**src/rtl/cal_sched_pkg.sv**
```systemverilog
// constants, field layout and rate decoding of the calibration scheduler
// assumes AHB-Lite word access, registers indexed by haddr[11:2]
//
// Overview of operation
// - fast clock calibration times four slow oscillator periods with the converter
// - interval field picks sequence triggers between fast clock calibrations, 0 is off
// - calibration result kept raw in the fast clock value word at index 0x0E4
// - raw results are 32 bits: upper half whole periods, lower half fraction
// - ring oscillator is calibrated at the start of every converter measurement
// - fast oscillator runs only while a converter or flight measurement needs it
// - amplitude: hold peak first to end wave, discharge and time it
// - amplitude calibration measures discharge at full and at half reference
// - amplitude rate field counts sequence cycles per measurement, 0 is off
// - peak end field gives stop wave 1..31, zero disables amplitude measurement
// - calibration rate field counts amplitude measurements per calibration, 0 is off
// - results stored at 0x082 up, 0x083 high, 0x086 down, 0x087 low
// - peak holding always starts at the first detected wave
// - comparator offset calibration runs once after reset, then at its rate
// - comparator calibration rate field lives in the register at 0x0C9
// - each comparator calibration rewrites the zero-cross level register
// - zero-cross level accepts writes; next comparator calibration overwrites them
// - update flag reads 1 after a new calibration value, 0 otherwise

package cal_sched_pkg;

	localparam logic [9:0] IDX_CLOCK_POWER_CONFIG   = 10'h0C5;
	localparam logic [9:0] IDX_FRONTEND_RATE_CONFIG = 10'h0C9;
	localparam logic [9:0] IDX_AMPLITUDE_MEAS_CONFIG = 10'h0CB;
	localparam logic [9:0] IDX_ZERO_CROSS_LEVEL     = 10'h0D0;
	localparam logic [9:0] IDX_CAL_STATUS           = 10'h0D1;
	localparam logic [9:0] IDX_FAST_CLOCK_CAL_VALUE = 10'h0E4;
	localparam logic [9:0] IDX_AMPLITUDE_UP         = 10'h082;
	localparam logic [9:0] IDX_AMPLITUDE_CAL_HIGH   = 10'h083;
	localparam logic [9:0] IDX_AMPLITUDE_DOWN       = 10'h086;
	localparam logic [9:0] IDX_AMPLITUDE_CAL_LOW    = 10'h087;

	localparam int RATE_W          = 3;
	localparam int FCI_LSB         = 0;
	localparam int ZCC_RATE_LSB    = 0;
	localparam int AMPLITUDE_MEAS_RATE_LSB     = 0;
	localparam int PD_END_LSB      = 3;
	localparam int PD_END_W        = 5;
	localparam int AMPLITUDE_CAL_RATE_LSB    = 8;
	localparam int STAT_UPD_BIT    = 0;
	localparam int STAT_BUSY_BIT   = 1;
	localparam int ZCL_W           = 8;
	localparam int RATE_CNT_W      = 7;

	localparam logic [31:0] CONFIG_RESET   = 32'h0000_0000;
	localparam logic [31:0] RESULT_RESET   = 32'h0000_0000;
	localparam logic [7:0]  ZCL_RESET      = 8'h00;
	localparam logic [1:0]  FCAL_SPAN_LAST = 2'h3;

	localparam logic [1:0] REF_PEAK = 2'h0;
	localparam logic [1:0] REF_FULL = 2'h1;
	localparam logic [1:0] REF_HALF = 2'h2;

	// rate code to event count: 0 off, then 1 2 5 10 20 50 100
	function automatic logic [RATE_CNT_W-1:0] rate_limit(input logic [RATE_W-1:0] code);
		case (code)
			3'h0:    rate_limit = 7'h00;
			3'h1:    rate_limit = 7'h01;
			3'h2:    rate_limit = 7'h02;
			3'h3:    rate_limit = 7'h05;
			3'h4:    rate_limit = 7'h0A;
			3'h5:    rate_limit = 7'h14;
			3'h6:    rate_limit = 7'h32;
			default: rate_limit = 7'h64;
		endcase
	endfunction

endpackage

```
**src/rtl/cal_scheduler.sv**
```systemverilog
// chip calibration scheduler: fast clock, amplitude and comparator offset
// assumes converter, detector and sequencer strobes on hclk; slow_osc is a pin
//
// The implementer's own choice: the AHB-Lite register port.
`timescale 1ns/1ps

module cal_scheduler (
	input  wire logic        hclk,
	input  wire logic        hresetn,
	input  wire logic        hsel,
	input  wire logic [31:0] haddr,
	input  wire logic [1:0]  htrans,
	input  wire logic        hwrite,
	input  wire logic [2:0]  hsize,
	input  wire logic [31:0] hwdata,
	input  wire logic        hready,
	output logic      [31:0] hrdata,
	output logic             hreadyout,
	output logic             hresp,
	input  wire logic        seq_trigger,
	input  wire logic        tof_active,
	input  wire logic        slow_osc,
	output logic             fast_osc_en,
	output logic             ring_cal_start,
	input  wire logic        ring_cal_done,
	output logic             tdc_start,
	output logic             tdc_stop,
	input  wire logic        tdc_done,
	input  wire logic [15:0] tdc_whole,
	input  wire logic [15:0] tdc_frac,
	input  wire logic        wave_pulse,
	output logic             peak_hold_en,
	output logic             discharge_en,
	output logic      [1:0]  ref_level,
	input  wire logic        discharge_done,
	output logic             comp_cal_start,
	input  wire logic        comp_cal_done,
	input  wire logic [7:0]  comp_cal_level,
	output logic      [7:0]  zero_cross_level
);

	typedef enum logic [3:0] {
		ST_IDLE,
		ST_RING_CAL,
		ST_FCAL_SYNC,
		ST_FCAL_RUN,
		ST_AMP_HOLD,
		ST_DISCH,
		ST_TDC_WAIT,
		ST_ZCC_RUN
	} state_t;

	typedef enum logic [2:0] {
		JOB_FCAL,
		JOB_AMP,
		JOB_CAL_HIGH,
		JOB_CAL_LOW,
		JOB_ZCC
	} job_t;

	state_t      state_reg;
	job_t        job_reg;
	job_t        pick_job;
	logic        pick_valid;
	logic [31:0] clock_power_config_reg;
	logic [31:0] frontend_rate_config_reg;
	logic [31:0] amplitude_meas_config_reg;
	logic [31:0] fast_clock_cal_value_reg;
	logic [31:0] amplitude_up_result_reg;
	logic [31:0] amplitude_down_result_reg;
	logic [31:0] amplitude_cal_high_result_reg;
	logic [31:0] amplitude_cal_low_result_reg;
	logic [7:0]  zero_cross_level_reg;
	logic        fast_clock_cal_updated_flag_reg;
	logic        fcal_pend_reg;
	logic        amp_pend_reg;
	logic        amc_pend_reg;
	logic        zcc_pend_reg;
	logic        dir_up_reg;
	logic [4:0]  wave_cnt_reg;
	logic [1:0]  slow_cnt_reg;
	logic        slow_sync1_reg;
	logic        slow_sync2_reg;
	logic        slow_prev_reg;
	logic        slow_edge;
	logic        fcal_fire;
	logic        amp_fire;
	logic        amc_fire;
	logic        zcc_fire;
	logic        result_take;
	logic        amp_done;
	logic        start_job;
	logic [4:0]  peak_detect_end_wave;
	logic        wr_pend_reg;
	logic [9:0]  wr_idx_reg;
	logic        addr_ok;
	logic        addr_mapped;
	logic [9:0]  rd_idx;
	logic [31:0] rd_data;
	logic        rd_cal_value;

	assign peak_detect_end_wave =
		amplitude_meas_config_reg[cal_sched_pkg::PD_END_LSB +: cal_sched_pkg::PD_END_W];
	assign zero_cross_level = zero_cross_level_reg;

	// slow oscillator pin: two-stage synchroniser, edge taken after the second stage
	always_ff @(posedge hclk or negedge hresetn) begin
		if (!hresetn) begin
			slow_sync1_reg <= 1'b0;
			slow_sync2_reg <= 1'b0;
			slow_prev_reg  <= 1'b0;
		end else begin
			slow_sync1_reg <= slow_osc;
			slow_sync2_reg <= slow_sync1_reg;
			slow_prev_reg  <= slow_sync2_reg;
		end
	end

	assign slow_edge = slow_sync2_reg & ~slow_prev_reg;

	// rate counters
	rate_counter u_fcal_rate (
		.hclk        (hclk),
		.hresetn     (hresetn),
		.event_pulse (seq_trigger),
		.rate_code   (clock_power_config_reg[cal_sched_pkg::FCI_LSB +: cal_sched_pkg::RATE_W]),
		.fire        (fcal_fire)
	);

	rate_counter u_amp_rate (
		.hclk        (hclk),
		.hresetn     (hresetn),
		.event_pulse (seq_trigger),
		.rate_code   (amplitude_meas_config_reg[cal_sched_pkg::AMPLITUDE_MEAS_RATE_LSB +: cal_sched_pkg::RATE_W]),
		.fire        (amp_fire)
	);

	rate_counter u_amplitude_cal_rate (
		.hclk        (hclk),
		.hresetn     (hresetn),
		.event_pulse (amp_done),
		.rate_code   (amplitude_meas_config_reg[cal_sched_pkg::AMPLITUDE_CAL_RATE_LSB +: cal_sched_pkg::RATE_W]),
		.fire        (amc_fire)
	);

	rate_counter u_zcc_rate (
		.hclk        (hclk),
		.hresetn     (hresetn),
		.event_pulse (seq_trigger),
		.rate_code   (frontend_rate_config_reg[cal_sched_pkg::ZCC_RATE_LSB +: cal_sched_pkg::RATE_W]),
		.fire        (zcc_fire)
	);

	// task choice: comparator, fast clock, amplitude, amplitude calibration
	always_comb begin
		pick_valid = 1'b1;
		pick_job   = JOB_ZCC;
		if (zcc_pend_reg) begin
			pick_job = JOB_ZCC;
		end else if (fcal_pend_reg) begin
			pick_job = JOB_FCAL;
		end else if (amp_pend_reg) begin
			pick_job = JOB_AMP;
		end else if (amc_pend_reg) begin
			pick_job = JOB_CAL_HIGH;
		end else begin
			pick_valid = 1'b0;
		end
	end

	assign start_job   = (state_reg == ST_IDLE) && pick_valid;
	assign result_take = (state_reg == ST_TDC_WAIT) && tdc_done;
	assign amp_done    = result_take && (job_reg == JOB_AMP);

	// pending requests; a new fire wins over the take in the same cycle
	always_ff @(posedge hclk or negedge hresetn) begin
		if (!hresetn) begin
			fcal_pend_reg <= 1'b0;
			amp_pend_reg  <= 1'b0;
			amc_pend_reg  <= 1'b0;
			zcc_pend_reg  <= 1'b1;
		end else begin
			fcal_pend_reg <= fcal_fire | (fcal_pend_reg & ~(start_job && pick_job == JOB_FCAL));
			amp_pend_reg  <= (amp_fire && peak_detect_end_wave != 5'h00)
				| (amp_pend_reg & ~(start_job && pick_job == JOB_AMP));
			amc_pend_reg  <= amc_fire
				| (amc_pend_reg & ~(start_job && pick_job == JOB_CAL_HIGH));
			zcc_pend_reg  <= zcc_fire | (zcc_pend_reg & ~(start_job && pick_job == JOB_ZCC));
		end
	end

	// sequencer and analog strobes
	always_ff @(posedge hclk or negedge hresetn) begin
		if (!hresetn) begin
			state_reg      <= ST_IDLE;
			job_reg        <= JOB_ZCC;
			ring_cal_start <= 1'b0;
			tdc_start      <= 1'b0;
			tdc_stop       <= 1'b0;
			comp_cal_start <= 1'b0;
			peak_hold_en   <= 1'b0;
			discharge_en   <= 1'b0;
			ref_level      <= cal_sched_pkg::REF_PEAK;
			wave_cnt_reg   <= 5'h00;
			slow_cnt_reg   <= 2'h0;
		end else begin
			ring_cal_start <= 1'b0;
			tdc_start      <= 1'b0;
			tdc_stop       <= 1'b0;
			comp_cal_start <= 1'b0;
			case (state_reg)
				ST_IDLE: begin
					if (pick_valid) begin
						job_reg <= pick_job;
						if (pick_job == JOB_ZCC) begin
							state_reg      <= ST_ZCC_RUN;
							comp_cal_start <= 1'b1;
						end else begin
							state_reg      <= ST_RING_CAL;
							ring_cal_start <= 1'b1;
						end
					end
				end
				ST_RING_CAL: begin
					if (ring_cal_done) begin
						case (job_reg)
							JOB_FCAL: begin
								state_reg <= ST_FCAL_SYNC;
							end
							JOB_AMP: begin
								state_reg    <= ST_AMP_HOLD;
								wave_cnt_reg <= 5'h00;
							end
							default: begin
								state_reg    <= ST_DISCH;
								discharge_en <= 1'b1;
								tdc_start    <= 1'b1;
								ref_level    <= (job_reg == JOB_CAL_LOW) ?
									cal_sched_pkg::REF_HALF : cal_sched_pkg::REF_FULL;
							end
						endcase
					end
				end
				ST_FCAL_SYNC: begin
					if (slow_edge) begin
						state_reg    <= ST_FCAL_RUN;
						slow_cnt_reg <= 2'h0;
						tdc_start    <= 1'b1;
					end
				end
				ST_FCAL_RUN: begin
					if (slow_edge) begin
						if (slow_cnt_reg == cal_sched_pkg::FCAL_SPAN_LAST) begin
							state_reg <= ST_TDC_WAIT;
							tdc_stop  <= 1'b1;
						end else begin
							slow_cnt_reg <= slow_cnt_reg + 2'h1;
						end
					end
				end
				ST_AMP_HOLD: begin
					if (wave_pulse) begin
						if (wave_cnt_reg == 5'h00) begin
							peak_hold_en <= 1'b1;
						end
						if (wave_cnt_reg == peak_detect_end_wave) begin
							peak_hold_en <= 1'b0;
							state_reg    <= ST_DISCH;
							discharge_en <= 1'b1;
							tdc_start    <= 1'b1;
							ref_level    <= cal_sched_pkg::REF_PEAK;
						end else begin
							wave_cnt_reg <= wave_cnt_reg + 5'h01;
						end
					end
				end
				ST_DISCH: begin
					if (discharge_done) begin
						discharge_en <= 1'b0;
						tdc_stop     <= 1'b1;
						state_reg    <= ST_TDC_WAIT;
					end
				end
				ST_TDC_WAIT: begin
					if (tdc_done) begin
						if (job_reg == JOB_CAL_HIGH) begin
							job_reg        <= JOB_CAL_LOW;
							state_reg      <= ST_RING_CAL;
							ring_cal_start <= 1'b1;
						end else begin
							state_reg <= ST_IDLE;
						end
					end
				end
				ST_ZCC_RUN: begin
					if (comp_cal_done) begin
						state_reg <= ST_IDLE;
					end
				end
				default: begin
					state_reg <= ST_IDLE;
				end
			endcase
		end
	end

	// fast oscillator only for converter work or a flight measurement
	always_ff @(posedge hclk or negedge hresetn) begin
		if (!hresetn) begin
			fast_osc_en <= 1'b0;
		end else begin
			fast_osc_en <= tof_active || (state_reg != ST_IDLE && state_reg != ST_ZCC_RUN)
				|| (start_job && pick_job != JOB_ZCC);
		end
	end

	// raw converter results, whole periods above fraction
	always_ff @(posedge hclk or negedge hresetn) begin
		if (!hresetn) begin
			fast_clock_cal_value_reg      <= cal_sched_pkg::RESULT_RESET;
			amplitude_up_result_reg       <= cal_sched_pkg::RESULT_RESET;
			amplitude_down_result_reg     <= cal_sched_pkg::RESULT_RESET;
			amplitude_cal_high_result_reg <= cal_sched_pkg::RESULT_RESET;
			amplitude_cal_low_result_reg  <= cal_sched_pkg::RESULT_RESET;
			dir_up_reg                    <= 1'b1;
		end else if (result_take) begin
			case (job_reg)
				JOB_FCAL: begin
					fast_clock_cal_value_reg <= {tdc_whole, tdc_frac};
				end
				JOB_AMP: begin
					dir_up_reg <= ~dir_up_reg;
					if (dir_up_reg) begin
						amplitude_up_result_reg <= {tdc_whole, tdc_frac};
					end else begin
						amplitude_down_result_reg <= {tdc_whole, tdc_frac};
					end
				end
				JOB_CAL_HIGH: begin
					amplitude_cal_high_result_reg <= {tdc_whole, tdc_frac};
				end
				JOB_CAL_LOW: begin
					amplitude_cal_low_result_reg <= {tdc_whole, tdc_frac};
				end
				default: begin
					dir_up_reg <= dir_up_reg;
				end
			endcase
		end
	end

	// update flag: new result sets it, reading the value clears it, set wins
	always_ff @(posedge hclk or negedge hresetn) begin
		if (!hresetn) begin
			fast_clock_cal_updated_flag_reg <= 1'b0;
		end else begin
			fast_clock_cal_updated_flag_reg <= (result_take && job_reg == JOB_FCAL)
				| (fast_clock_cal_updated_flag_reg & ~rd_cal_value);
		end
	end

	// bus slave: zero wait states, writes land in the data phase
	assign addr_ok      = hsel && hready && htrans[1];
	assign addr_mapped  = (haddr[31:12] == 20'h00000) && (haddr[1:0] == 2'h0);
	assign rd_idx       = haddr[11:2];
	assign rd_cal_value = addr_ok && !hwrite && addr_mapped
		&& rd_idx == cal_sched_pkg::IDX_FAST_CLOCK_CAL_VALUE;

	always_ff @(posedge hclk or negedge hresetn) begin
		if (!hresetn) begin
			wr_pend_reg <= 1'b0;
			wr_idx_reg  <= 10'h000;
			hreadyout   <= 1'b0;
			hresp       <= 1'b0;
		end else begin
			hreadyout   <= 1'b1;
			hresp       <= 1'b0;
			wr_pend_reg <= addr_ok && hwrite && addr_mapped;
			wr_idx_reg  <= rd_idx;
		end
	end

	always_ff @(posedge hclk or negedge hresetn) begin
		if (!hresetn) begin
			clock_power_config_reg    <= cal_sched_pkg::CONFIG_RESET;
			frontend_rate_config_reg  <= cal_sched_pkg::CONFIG_RESET;
			amplitude_meas_config_reg <= cal_sched_pkg::CONFIG_RESET;
		end else if (wr_pend_reg) begin
			case (wr_idx_reg)
				cal_sched_pkg::IDX_CLOCK_POWER_CONFIG:    clock_power_config_reg    <= hwdata;
				cal_sched_pkg::IDX_FRONTEND_RATE_CONFIG:  frontend_rate_config_reg  <= hwdata;
				cal_sched_pkg::IDX_AMPLITUDE_MEAS_CONFIG: amplitude_meas_config_reg <= hwdata;
				default: clock_power_config_reg <= clock_power_config_reg;
			endcase
		end
	end

	// calibration result overrides a user write in the same cycle
	always_ff @(posedge hclk or negedge hresetn) begin
		if (!hresetn) begin
			zero_cross_level_reg <= cal_sched_pkg::ZCL_RESET;
		end else if (state_reg == ST_ZCC_RUN && comp_cal_done) begin
			zero_cross_level_reg <= comp_cal_level;
		end else if (wr_pend_reg && wr_idx_reg == cal_sched_pkg::IDX_ZERO_CROSS_LEVEL) begin
			zero_cross_level_reg <= hwdata[cal_sched_pkg::ZCL_W-1:0];
		end
	end

	always_comb begin
		rd_data = 32'h0000_0000;
		case (rd_idx)
			cal_sched_pkg::IDX_CLOCK_POWER_CONFIG:    rd_data = clock_power_config_reg;
			cal_sched_pkg::IDX_FRONTEND_RATE_CONFIG:  rd_data = frontend_rate_config_reg;
			cal_sched_pkg::IDX_AMPLITUDE_MEAS_CONFIG: rd_data = amplitude_meas_config_reg;
			cal_sched_pkg::IDX_ZERO_CROSS_LEVEL:      rd_data = {24'h000000, zero_cross_level_reg};
			cal_sched_pkg::IDX_FAST_CLOCK_CAL_VALUE:  rd_data = fast_clock_cal_value_reg;
			cal_sched_pkg::IDX_AMPLITUDE_UP:          rd_data = amplitude_up_result_reg;
			cal_sched_pkg::IDX_AMPLITUDE_DOWN:        rd_data = amplitude_down_result_reg;
			cal_sched_pkg::IDX_AMPLITUDE_CAL_HIGH:    rd_data = amplitude_cal_high_result_reg;
			cal_sched_pkg::IDX_AMPLITUDE_CAL_LOW:     rd_data = amplitude_cal_low_result_reg;
			cal_sched_pkg::IDX_CAL_STATUS: begin
				rd_data[cal_sched_pkg::STAT_UPD_BIT]  = fast_clock_cal_updated_flag_reg;
				rd_data[cal_sched_pkg::STAT_BUSY_BIT] = (state_reg != ST_IDLE);
			end
			default: rd_data = 32'h0000_0000;
		endcase
		// read right behind a write to the same word sees the new data
		if (wr_pend_reg && wr_idx_reg == rd_idx) begin
			if (rd_idx == cal_sched_pkg::IDX_ZERO_CROSS_LEVEL) begin
				rd_data = {24'h000000, hwdata[cal_sched_pkg::ZCL_W-1:0]};
			end else if (rd_idx == cal_sched_pkg::IDX_CLOCK_POWER_CONFIG
				|| rd_idx == cal_sched_pkg::IDX_FRONTEND_RATE_CONFIG
				|| rd_idx == cal_sched_pkg::IDX_AMPLITUDE_MEAS_CONFIG) begin
				rd_data = hwdata;
			end
		end
		if (!addr_mapped) begin
			rd_data = 32'h0000_0000;
		end
	end

	always_ff @(posedge hclk or negedge hresetn) begin
		if (!hresetn) begin
			hrdata <= 32'h0000_0000;
		end else if (addr_ok && !hwrite) begin
			hrdata <= rd_data;
		end
	end

endmodule

```
**src/rtl/rate_counter.sv**
```systemverilog
// event counter that fires once every selected number of events
// assumes event_pulse and rate_code on hclk
`timescale 1ns/1ps

module rate_counter (
	input  wire logic                              hclk,
	input  wire logic                              hresetn,
	input  wire logic                              event_pulse,
	input  wire logic [cal_sched_pkg::RATE_W-1:0]  rate_code,
	output logic                                   fire
);

	logic [cal_sched_pkg::RATE_CNT_W-1:0] count_reg;
	logic [cal_sched_pkg::RATE_CNT_W-1:0] limit;
	logic [cal_sched_pkg::RATE_CNT_W-1:0] count_next;

	assign limit      = cal_sched_pkg::rate_limit(rate_code);
	assign count_next = count_reg + 7'h01;

	always_ff @(posedge hclk or negedge hresetn) begin
		if (!hresetn) begin
			count_reg <= 7'h00;
			fire      <= 1'b0;
		end else begin
			fire <= 1'b0;
			if (event_pulse) begin
				if (limit == 7'h00) begin
					count_reg <= 7'h00;
				end else if (count_next >= limit) begin
					count_reg <= 7'h00;
					fire      <= 1'b1;
				end else begin
					count_reg <= count_next;
				end
			end
		end
	end

endmodule

```
**config.mk**
```make
export PLATFORM = sky130hd
export DESIGN_NAME = cal_scheduler
export DESIGN_NICKNAME = d
export VERILOG_FILES = /design/src/rtl/cal_sched_pkg.sv /design/src/rtl/cal_scheduler.sv /design/src/rtl/rate_counter.sv
export SDC_FILE = /design/constraint.sdc
export NUM_CORES = 1
export LEC_CHECK = 0
export BUFFER_PORTS_ARGS = -buffer_cell sky130_fd_sc_hd__buf_2
export CELL_PAD_IN_SITES_DETAIL_PLACEMENT = 1
export CELL_PAD_IN_SITES_GLOBAL_PLACEMENT = 1
export CORE_ASPECT_RATIO = 1.25
export CORE_MARGIN = 2
export CORE_UTILIZATION = 48
export DETAILED_ROUTE_END_ITERATION = 10
export GPL_TIMING_DRIVEN = 0
export PLACE_DENSITY = 0.85
export SYNTH_ARGS = -nofsm -noshare
export SYNTH_HDL_FRONTEND = slang
export SYNTH_SLANG_ARGS = --single-unit
```
**constraint.sdc**
```tcl
create_clock -name hclk -period 3.3 [get_ports hclk]
set_clock_uncertainty 0.15 [all_clocks]
set_input_delay 0 -clock hclk [delete_from_list [all_inputs] [get_ports hclk]]
set_output_delay 0 -clock hclk [all_outputs]
set_load 0.01 [all_outputs]
```
==> results of run 1 <==
==> cells by family after synthesis <==
kind of cell | Yosys count
AOI/OAI and AO/OA | 303
xor gates and xnor gates | 42
adders and majority gates | 35
buffers and inverters | 112
DFF | 371
muxes | 315
other | 2
and+or+nand+nor | 273
==> path summary, 6_finish.rpt <==
kind,from,end,cells past startpoint,slack [ns]
worst max-delay path,haddr[5],hrdata[15],10,-0.06
worst min-delay path,haddr[9],wr_idx_reg[7],2,0.06
min in group asynchronous,hresetn,u_amplitude_cal_rate.count_reg[6],4,0.46
worst min register to register,slow_sync1_reg,slow_sync2_reg,0,0.20
max in group asynchronous,hresetn,amplitude_up_result_reg[23],5,1.57
worst max register to register,state_reg[1],amplitude_down_result_reg[24],7,0.03
==> power groups by stage <==
stage	logic (uW)	registers (uW)	clock network (uW)
2_1_floorplan	1710	5820	0
3_3_place_gp	2370	5910	0
3_5_place_dp	2540	6000	0
4_1_cts	2800	5950	4400
5_1_grt	3100	6060	4580
6_report	2860	5990	4360
==> Yosys cell counts (4+ instances only) <==
master     number
o21ai_0        22
o21bai_1        5
xor2_1         22
nand4b_1        4
a21oi_1        30
o22ai_1        12
o21ai_1        32
nand4_1        15
nand2_1        57
a22oi_1        85
nor2b_1         5
a2111oi_0       5
nor4_1         10
or4_1           4
nor3b_1         4
o211ai_1        4
o31ai_1         9
o211a_1         4
nor2_1         84
a21o_1         14
buf_1          15
a32oi_1         5
or3_1           4
mux2_1         15
nand3_1        34
a31oi_1         6
mux2i_1        30
dfrtp_1       368
a22o_1         18
inv_1          19
and3_1          5
clkbuf_1       57
buf_2          17
nand2b_1        9
nor3_1         12
a32o_1         16
o2bb2ai_1       6
a221oi_1       11
mux2_2        254
ha_1           35
a211oi_1        9
xnor2_1        20
mux4_2         16
==> what timing repair did <==
action | in CTS | in global routing
endpoints found under the hold margin | 591 | 1
setup endpoints to repair | 0 | 43
hold buffers | 116 | 1
resized for setup | 0 | 18
==> final cells by class <==
| type | instances | area [um2] |
|---|---|---|
| diodes | 2 | 5.00 |
| plain buffers | 91 | 383 |
| clock buffers | 63 | 1200 |
| clock inverters | 5 | 32.5 |
| fillers | 3718 | 14600 |
| inverters | 21 | 78.8 |
| multi-input cells | 970 | 8110 |
| flip-flops and latches | 371 | 9290 |
| well taps | 480 | 601 |
| repair buffers | 288 | 2120 |
==> routing by layer <==
| layer | vias to the layer above | GRT usage [%] |
|---|---|---|
| met5 | - | 0 |
| met4 | 2 | 17.8 |
| met3 | 197 | 5.53 |
| met2 | 598 | 58.0 |
| met1 | 7588 | 37.6 |
| li1 | 6078 | - |
==> layout by cell type (no fill, tap or decap), types with 15 or more instances in the layout <==
cell           synthesis  layout
mux4_2                16      16
clkbuf_16              0      41
clkbuf_1              57      65
nand3_1               34      34
a22o_1                18      18
nor2_1                84      84
o21ai_1               32      32
o21ai_0               22      22
a32o_1                16      16
a22oi_1               85      85
xnor2_1               20      20
dlygate4sd3_1          0     116
mux2_1                15      15
dfrtp_1              368     368
xor2_1                22      22
buf_2                 17     183
nand2_1               57      56
mux2_2               254     254
mux2i_1               30      30
a21oi_1               30      30
nand4_1               15      15
ha_1                  35      35
inv_1                 19      19
==> worst register-to-register path: stages (launching register included) <==
cell	delay, ns
dfrtp_1	0.35
clkbuf_1	0.31
and4b_1	0.28
clkbuf_1	0.18
nand3_1	0.39
nor2_1	0.66
buf_2	0.45
mux2_2	0.39
==> metrics by stage <==
stage	setup WS [ns]	cells	total power [uW]	hold slack, ns
after floorplan	1.02	1453	7540	-0.446
after detailed placement	-0.0896	2103	8540	-0.190
after CTS	0.0143	2287	13100	0.00549
after global routing	-0.0731	2290	13700	0.0616
after global placement	-5.03	2100	8290	-0.0275
final	-0.0601	2291	13200	0.0638
==> flow_metrics.env, run 1 <==
export IMPL_status="finished, violations left"
export IMPL_violations="capacitance limit, setup timing"
export IMPL_synth_ff_type="dfrtp_1"
export IMPL_synth_top_area_cell="dfrtp_1"
export IMPL_drive_above_1_share_pct=29.9
export IMPL_p_per_area_nw_per_um2=605
export IMPL_required_ns=3.62
export IMPL_first_pass_iters=5
export IMPL_final_net_count=1940
export IMPL_maxCapViolations=1
export IMPL_die_w_um=176
export IMPL_arrival_ns=3.68
export IMPL_final_area_um2=21800
export IMPL_grt_start_max_net_pins=128
export IMPL_post_cts_setup_buffer_count=0
export IMPL_core_rowCount=78
export IMPL_slowest_delay_ns=1.30
export IMPL_htreeDepth=2
export IMPL_irDropWorstVdd_v=0.000430
export IMPL_synthCells=1453
export IMPL_highest_layer="met5"
export IMPL_setup_tns_ns=-0.0801
export IMPL_num_vias=14500
export IMPL_worstPathCellList="dlygate4sd3_1, buf_2, buf_2, nand4b_1, clkbuf_1, nor4b_2, a22oi_1, o21ai_0, o2111ai_1, nand2_1"
export IMPL_endpoint_kind="flop"
export IMPL_numCtsBuffers=40
export IMPL_ys_async_sr_fraction_pct=100
export IMPL_post_route_period_util_pct=102
export IMPL_path_buf_inv=4
export IMPL_p_int_uw=9250
export IMPL_synth_net_count=1610
export IMPL_cp_top_family="simple AND/OR/NAND/NOR gates"
export IMPL_first_iter_violations=1259
export IMPL_synth_xor_area_share_pct=2.06
export IMPL_worst_pin_slew_ns=1.48
export IMPL_cts_sinks=371
export IMPL_synth_edf_count=0
export IMPL_core_um2=36400
export IMPL_yosysTopAreaCellShare_pct=51.7
export IMPL_syn_to_final_growth_pct=22.5
export IMPL_leakagePower_uw=0.0100
export IMPL_path_common_cell="buf_2"
export IMPL_max_clock_freq_mhz=298
export IMPL_place_area_um2=19300
export IMPL_grt_pass1_vias=16000
export IMPL_synth_warning_count=0
export IMPL_dp_final_hpwl_um=40400
export IMPL_worstPathMaxFanout=10
export IMPL_power_frac_clock_pct=33.0
export IMPL_io_pins=173
export IMPL_worst_slack_ns=-0.0601
export IMPL_synth_top_family_by_area="multiplexers"
export IMPL_post_route_util_pct=59.9
export IMPL_p_seq_share_pct=45.4
export IMPL_ys_seq_area_share_pct=52.1
export IMPL_gp_congestion=0.877
export IMPL_slew_headroom_pct=1.27
export IMPL_drt_wl_total_um=63600
export IMPL_pwr_share_comb_pct=21.6
export IMPL_grt_use_total_pct=32.7
export IMPL_cts_tree="yes"
export IMPL_finalHoldViolCount=0
export IMPL_switching_share_pct=30.0
export IMPL_die_area_um2=38700
export IMPL_setup_viol=3
export IMPL_yosys_top_cells_area="dfrtp_1 52%, mux2_2 16%, a22oi_1 3.6%"
export IMPL_clockRootBuffer="clkbuf_16"
export IMPL_hold_path_class="input port to flop"
export IMPL_initial_utilization_pct=48.9
export IMPL_cp_slowest_cell="nor4b_2"
export IMPL_antenna_found_initial=2
export IMPL_power_switching_uw=3960
export IMPL_slew_violations=0
export IMPL_wl_met3_um=3730
export IMPL_antenna_left=0
export IMPL_synthMuxAreaShare_pct=20.7
export IMPL_drt_met1_wl_um=23900
export IMPL_ys_seq_elements=371
export IMPL_yosys_area_share_simple_pct=7.87
export IMPL_clockBufferDepth=3
export IMPL_setup_worst_path_class="input port to flop"
export IMPL_yosys_area_share_adder_pct=2.46
export IMPL_io_buffers=167
export IMPL_clk_pin_slew_ns=0.06
export IMPL_worstSetupStartpointType="input port"
export IMPL_fp_dieH_um=219
export IMPL_vias_per_cell=6.31
export IMPL_drc=0
export IMPL_synth_cell_type_count=76
export IMPL_worstSkewPairLatency_ns=0.56
export IMPL_netlist_area_um2=17800
export IMPL_fin_crit_ns=3.36
export IMPL_met2_length_um=32800
export IMPL_grt_ovfl_total=0
export IMPL_grt_pass1_wl_um=95400
export IMPL_synth_compound_area_share_pct=12.2
export IMPL_synth_area_per_cell_um2=12.3
export IMPL_wire_per_inst_um=27.7
Power figures use the tool's default switching activity.
==> run 2, diff against run 1 <==
- SYNTH_HIERARCHICAL: default -> 1
==> run 2 against run 1 <==
Synthesized area rose by 0.50%. Critical endpoint is now amplitude_down_result_reg[6]. Register-to-register slack got worse by 0.11 ns. Combinational power rose by 15%. Worst hold slack got worse by 0.025 ns. The flow finishes with violations (setup timing). Largest cell class unchanged. Final cell count rose by 0.52%.
==> flow_metrics.env, run 2 <==
export IMPL_status="finished, violations left"
export IMPL_violations="setup timing"
export IMPL_finalHoldViolCount=0
export IMPL_worst_hold_slack_ns=0.0392
export IMPL_syn_to_final_growth_pct=22.6
export IMPL_yosysTopAreaCellShare_pct=51.4
export IMPL_leakagePower_uw=0.00993
export IMPL_required_ns=3.58
export IMPL_drc=0
export IMPL_dp_cells=2122
export IMPL_worstSetupStartpointType="flop"
export IMPL_die_w_um=177
export IMPL_netlist_area_um2=17900
export IMPL_grt_pass1_vias=15800
export IMPL_grt_start_max_net_pins=127
export IMPL_clockRootBuffer="clkbuf_16"
export IMPL_dp_final_hpwl_um=39300
export IMPL_io_buffers=167
export IMPL_rsz0062_at_grt="yes"
export IMPL_first_pass_iters=5
export IMPL_p_int_uw=10100
export IMPL_p_per_area_nw_per_um2=659
export IMPL_num_vias=14200
export IMPL_ys_seq_elements=371
export IMPL_max_clock_freq_mhz=295
export IMPL_fin_crit_ns=3.38
export IMPL_numCtsBuffers=39
export IMPL_synthCells=1466
export IMPL_antenna_found_initial=1
export IMPL_slowest_delay_ns=0.66
export IMPL_cts_sinks=371
export IMPL_wire_per_inst_um=26.1
export IMPL_yosys_top_cells_area="dfrtp_1 51%, mux2_2 17%, a22oi_1 2.9%"
export IMPL_slew_violations=0
export IMPL_gp_congestion=0.829
export IMPL_synth_area_per_cell_um2=12.2
export IMPL_final_cells=2303
export IMPL_maxCapViolations=0
export IMPL_antenna_left=0
export IMPL_arrival_ns=3.67
export IMPL_post_route_period_util_pct=103
export IMPL_first_iter_violations=1036
export IMPL_drt_wl_total_um=60000
export IMPL_worst_slack_ns=-0.0849
export IMPL_grt_use_total_pct=31.3
export IMPL_final_common_cell="dfrtp_1"
export IMPL_path_buf_inv=2
export IMPL_power_frac_clock_pct=32.2
export IMPL_fp_dieH_um=220
export IMPL_hold_path_class="input port to flop"
export IMPL_grt_ovfl_total=0
export IMPL_antenna_cells=0
export IMPL_irDropWorstVdd_v=0.000415
export IMPL_drive_above_1_share_pct=30.2
export IMPL_multi_input_area_um2=8200
export IMPL_synth_ff_type="dfrtp_1"
export IMPL_clockBufferDepth=3
export IMPL_grt_pass1_wl_um=92400
export IMPL_ys_seq_area_share_pct=51.9
export IMPL_power_switching_uw=4350
export IMPL_seq_area_um2=9290
export IMPL_synth_top_area_cell="dfrtp_1"
export IMPL_cp_top_family="simple AND/OR/NAND/NOR gates"
export IMPL_core_um2=37000
export IMPL_synth_cell_type_count=67
export IMPL_initial_utilization_pct=48.4
export IMPL_synth_common_cells="368 x dfrtp_1, 267 x mux2_2, 90 x nor2_1, 70 x a22oi_1, 59 x clkbuf_1"
export IMPL_fillers=3811
export IMPL_final_net_count=1946
export IMPL_worstPathMaxFanout=10
export IMPL_worstSkewPairLatency_ns=0.56
export IMPL_clk_pin_slew_ns=0.06
export IMPL_ys_async_sr_fraction_pct=100
export IMPL_switching_share_pct=30.1
export IMPL_yosysMostFrequentCell="dfrtp_1"
export IMPL_path_common_cell="clkbuf_1"
export IMPL_htreeDepth=2
export IMPL_synth_net_count=1623
export IMPL_final_cell_mix="368 x dfrtp_1, 267 x mux2_2, 171 x buf_2, 112 x dlygate4sd3_1, 90 x nor2_1"
export IMPL_worst_pin_slew_ns=1.20
export IMPL_worstPathCellList="clkbuf_1, nand2_1, nor3_1, nand3_1, nor2_1, clkbuf_1, mux2_2"
export IMPL_endpoint_kind="flop"
export IMPL_die_area_um2=38900
export IMPL_post_route_util_pct=59.4
export IMPL_io_pins=173
export IMPL_synth_edf_count=0
export IMPL_setup_worst_path_class="flop to flop"
export IMPL_synth_warning_count=6
export IMPL_setup_viol=20
export IMPL_pwr_share_comb_pct=22.7
export IMPL_p_seq_share_pct=45.1
export IMPL_vias_per_cell=6.15
export IMPL_cp_slowest_cell="clkbuf_1"
export IMPL_cts_tree="yes"
export IMPL_slew_headroom_pct=19.6
export IMPL_core_rowCount=79
[run 2: cell types whose count changed in the layout (fill, tap and decap cells not counted), sizes merged, moves of 11 or more]
| cell | before | now |
|---|---|---|
| mux2 | 269 | 290 |
| a211oi | 9 | 29 |
| mux2i | 30 | 47 |
| a21oi | 30 | 14 |
| a32o | 16 | 0 |
| a22oi | 85 | 70 |
| o22ai | 12 | 27 |
| nor2b | 5 | 16 |
[run 2: power by group through the flow]
stage	Sequential [uW]	Combinational, uW	Clock [uW]
after CTS	6490	3250	4690
after global routing	6640	3570	4880
after detailed placement	6520	3000	0
after global placement	6390	2790	0
final	6520	3290	4660
after floorplan	6260	2110	0
[run 2: cell type report]
| type | count | share of cell area, % |
|---|---|---|
| inverter | 16 | 0.274 |
| multi-input combinational | 994 | 37.4 |
| timing repair buffer | 283 | 9.46 |
| tap | 486 | 2.77 |
| sequential | 371 | 42.3 |
| clock inverter | 11 | 0.690 |
| clock buffer | 58 | 5.42 |
| buffer | 84 | 1.69 |
[run 2: kinds of logic (layout without fill, tap and decap cells)]
family                     after synthesis  count (layout)  share of synthesized area, %
adders and majority gates               35              35                          2.45
and+or+nand+nor                        280             280                          8.06
xor gates and xnor gates                40              40                          1.96
other                                    2               2                        0.0419
buffers and inverters                  101             452                          2.39
DFF                                    371             371                          51.9
muxes                                  343             343                          21.6
AOI/OAI and AO/OA                      294             294                          11.6
[run 2: final timing paths]
kind	start	end	slack, ns	cells past startpoint
max	state_reg[2]	amplitude_down_result_reg[6]	-0.08	7
min	tof_active	fast_osc_en	0.04	3
max reg2reg	state_reg[2]	amplitude_down_result_reg[6]	-0.08	7
min reg2reg	slow_sync1_reg	slow_sync2_reg	0.20	0
max in group asynchronous	hresetn	clock_power_config_reg[18]	1.52	5
min in group asynchronous	hresetn	zcc_pend_reg	0.40	3
[run 2: routing by layer]
layer	share of wire [%]	wire length [um]	track usage, %
met5	0.022	13	0
met4	5.8	3470	17.3
met1	38	22600	36.2
met2	51	30500	54.5
met3	5.8	3470	5.81
[run 2: per-stage QoR]
step | worst slack [ns] | cell area [um2] | power, uW | setup TNS, ns
after floorplan | 0.968 | 17900 | 8370 | 0
after global placement | -5.03 | 19300 | 9180 | -1842.74
after detailed placement | -0.0113 | 19400 | 9510 | -0.0113
after CTS | -0.0311 | 21900 | 14400 | -0.299
after global routing | -0.168 | 21900 | 15100 | -3.18
final | -0.0849 | 21900 | 14500 | -1.31
[run 2: repair_timing]
action / in CTS / in global routing
endpoints found under the hold margin: 468 / 1
setup buffers: 0 / 0
endpoints found under the setup margin: 16 / 60
resized for setup: 1 / 17
hold buffers: 112 / 1
[run 2: worst reg2reg max path, delay by kind of cell, from the launching register on]
| kind | cells | cell delay [ns] |
|---|---|---|
| muxes | 1 | 0.42 |
| and+or+nand+nor | 4 | 1.35 |
| DFF | 1 | 0.34 |
| buffers and inverters | 2 | 1.02 |
==> run 3, diff against run 2 <==
- BUFFER_PORTS_ARGS: -buffer_cell sky130_fd_sc_hd__buf_2 -> default
- CORE_UTILIZATION: 48 -> 52
- CTS_CLUSTER_SIZE: default -> 25
- DONT_BUFFER_PORTS: default -> 1
- PLACE_DENSITY: 0.85 -> 0.86
- SLEW_MARGIN: default -> 0
==> run 3 against run 2 <==
The run ends with hold timing, setup timing left. Total power down 0.55%. Final area decreased by 4.4%. Critical path depth up 1. Largest power group unchanged. Combinational power fell by 9.4%. Via count is 3.0% lower. Setup slack better by 0.021 ns. Sequential power is 2% higher.
==> flow_metrics.env, run 3 (synthesized netlist as in run 2, its figures left out) <==
export IMPL_totalPowerFinal_uw=14400
export IMPL_setup_tns_ns=-0.0643
export IMPL_seq_area_um2=9290
export IMPL_required_ns=3.63
export IMPL_leakagePower_uw=0.00918
export IMPL_cts_sinks=371
export IMPL_drive_above_1_share_pct=22.8
export IMPL_cts_tree="yes"
export IMPL_setup_worst_path_class="input port to flop"
export IMPL_vias_per_cell=6.60
export IMPL_die_area_um2=35900
export IMPL_post_route_period_util_pct=102
export IMPL_drc=0
export IMPL_final_net_count=1776
export IMPL_rsz0062_at_grt="yes"
export IMPL_irDropWorstVdd_v=0.000448
export IMPL_grt_pass1_wl_um=92200
export IMPL_clk_pin_slew_ns=0.07
export IMPL_clockBufferDepth=3
export IMPL_pwr_share_comb_pct=20.7
export IMPL_finalHoldViolCount=371
export IMPL_grt_ovfl_total=0
export IMPL_num_vias=13800
export IMPL_fillers=3377
export IMPL_max_clock_freq_mhz=297
export IMPL_p_per_area_nw_per_um2=686
export IMPL_endpoint_kind="flop"
export IMPL_syn_to_final_growth_pct=17.2
export IMPL_setup_viol=1
export IMPL_first_iter_violations=1036
export IMPL_numCtsBuffers=39
export IMPL_dp_final_hpwl_um=38600
export IMPL_antenna_found_initial=8
export IMPL_grt_use_total_pct=34.3
export IMPL_clockRootBuffer="clkbuf_16"
export IMPL_worstSetupStartpointType="input port"
export IMPL_p_int_uw=10100
export IMPL_first_pass_iters=7
export IMPL_final_cell_mix="368 x dfrtp_1, 267 x mux2_2, 112 x dlygate4sd3_1, 90 x nor2_1, 70 x a22oi_1"
export IMPL_power_switching_uw=4340
export IMPL_io_pins=173
export IMPL_status="finished, violations left"
export IMPL_core_um2=34200
export IMPL_fin_crit_ns=3.36
export IMPL_grt_pass1_vias=15400
export IMPL_hold_path_class="input port to async pin"
export IMPL_io_buffers=0
export IMPL_drt_wl_total_um=61600
export IMPL_power_frac_clock_pct=33.2
export IMPL_multi_input_area_um2=8210
export IMPL_p_seq_share_pct=46.2
export IMPL_antenna_left=0
export IMPL_worstSkewPairLatency_ns=0.56
export IMPL_holdBufCountCts=112
export IMPL_maxCapViolations=0
export IMPL_violations="hold timing, setup timing"
export IMPL_initial_utilization_pct=52.3
export IMPL_switching_share_pct=30.1
export IMPL_fp_dieH_um=211
export IMPL_wire_per_inst_um=29.6
export IMPL_slew_headroom_pct=17.8
export IMPL_die_w_um=170
export IMPL_gp_congestion=0.846
export IMPL_core_rowCount=76
export IMPL_worst_pin_slew_ns=1.23
export IMPL_grt_start_max_net_pins=372
export IMPL_worstPathMaxFanout=10
export IMPL_htreeDepth=2
export IMPL_final_common_cell="dfrtp_1"
export IMPL_worst_slack_ns=-0.0643
export IMPL_post_route_util_pct=61.3
export IMPL_slew_violations=0
export IMPL_arrival_ns=3.70
export IMPL_worst_hold_slack_ns=-0.994
run 3: cell types whose count changed in the layout (fill, tap and decap cells not counted), sizes merged:
cell / before / now
diode: 0 / 7
clkbuf: 117 / 114
clkdlybuf4s15: 0 / 1
inv: 17 / 18
buf: 196 / 26
bufinv: 3 / 5
run 3: final cells by class:
cell class / instances / share of cell area [%]
clock inverter: 14 / 1.05
antenna: 7 / 0.0835
sequential: 371 / 44.3
multi-input combinational: 994 / 39.1
timing repair buffer: 112 / 5.34
tap: 429 / 2.56
clock buffer: 56 / 5.49
inverter: 16 / 0.286
buffer: 85 / 1.80
run 3: worst max-delay path: stages:
cell and delay (ns):
dlygate4sd3_1 0.53, dlygate4sd3_1 0.67, and2_1 0.22, nand3_1 0.23, nor2b_1 0.60, clkdlybuf4s15_1 0.85, a221oi_1 0.36, o21ai_1 0.22
run 3: per-layer routing:
metal / GRT usage [%] / part of all wire (%) / vias to the layer above
li1: - / - / 5762
met1: 38.6 / 37 / 7169
met2: 61.0 / 52 / 607
met3: 6.84 / 6.1 / 208
met4: 18.4 / 5.3 / 4
met5: 0 / 0.045 / -
run 3: path summary, 6_finish.rpt:
| path | startpoint | to | slack, ns | depth (start not counted) |
|---|---|---|---|---|
| worst max register to register | wr_idx_reg[9] | frontend_rate_config_reg[5] | 0.13 | 7 |
| worst min register to register | slow_sync1_reg | slow_sync2_reg | 0.20 | 0 |
| worst max-delay path | haddr[8] | hrdata[10] | -0.06 | 8 |
| max in group asynchronous | hresetn | wr_idx_reg[2] | 3.13 | 0 |
| min in group hclk | haddr[3] | wr_idx_reg[1] | 0.03 | 1 |
| worst min-delay path | hresetn | ref_level[1] | -0.99 | 0 |
run 3: timing repair:
action,4_1_cts,5_1_grt
setup buffers,0,0
setup endpoints to repair,0,88
hold endpoints to repair,724,371
gates resized for setup,0,11
run 3: per-stage QoR:
stage          hold slack (ns)  area (um2)  std cells  worst slack (ns)
2_1_floorplan           -0.446       17900       1466             0.968
3_3_place_gp            -0.436       18400       1895             0.144
3_5_place_dp            -0.437       18400       1895            0.0884
4_1_cts                  -1.01       20900       2077            0.0461
5_1_grt                  -1.01       21000       2083            -0.103
6_report                -0.994       21000       2084           -0.0643
run 3: power by group through the flow:
stage	registers [uW]	clock network [uW]	logic [uW]
after global routing	6740	4950	3220
final	6640	4770	2980
after floorplan	6260	0	2110
after detailed placement	6590	0	2660
after global placement	6440	0	2440
after CTS	6570	4780	2910
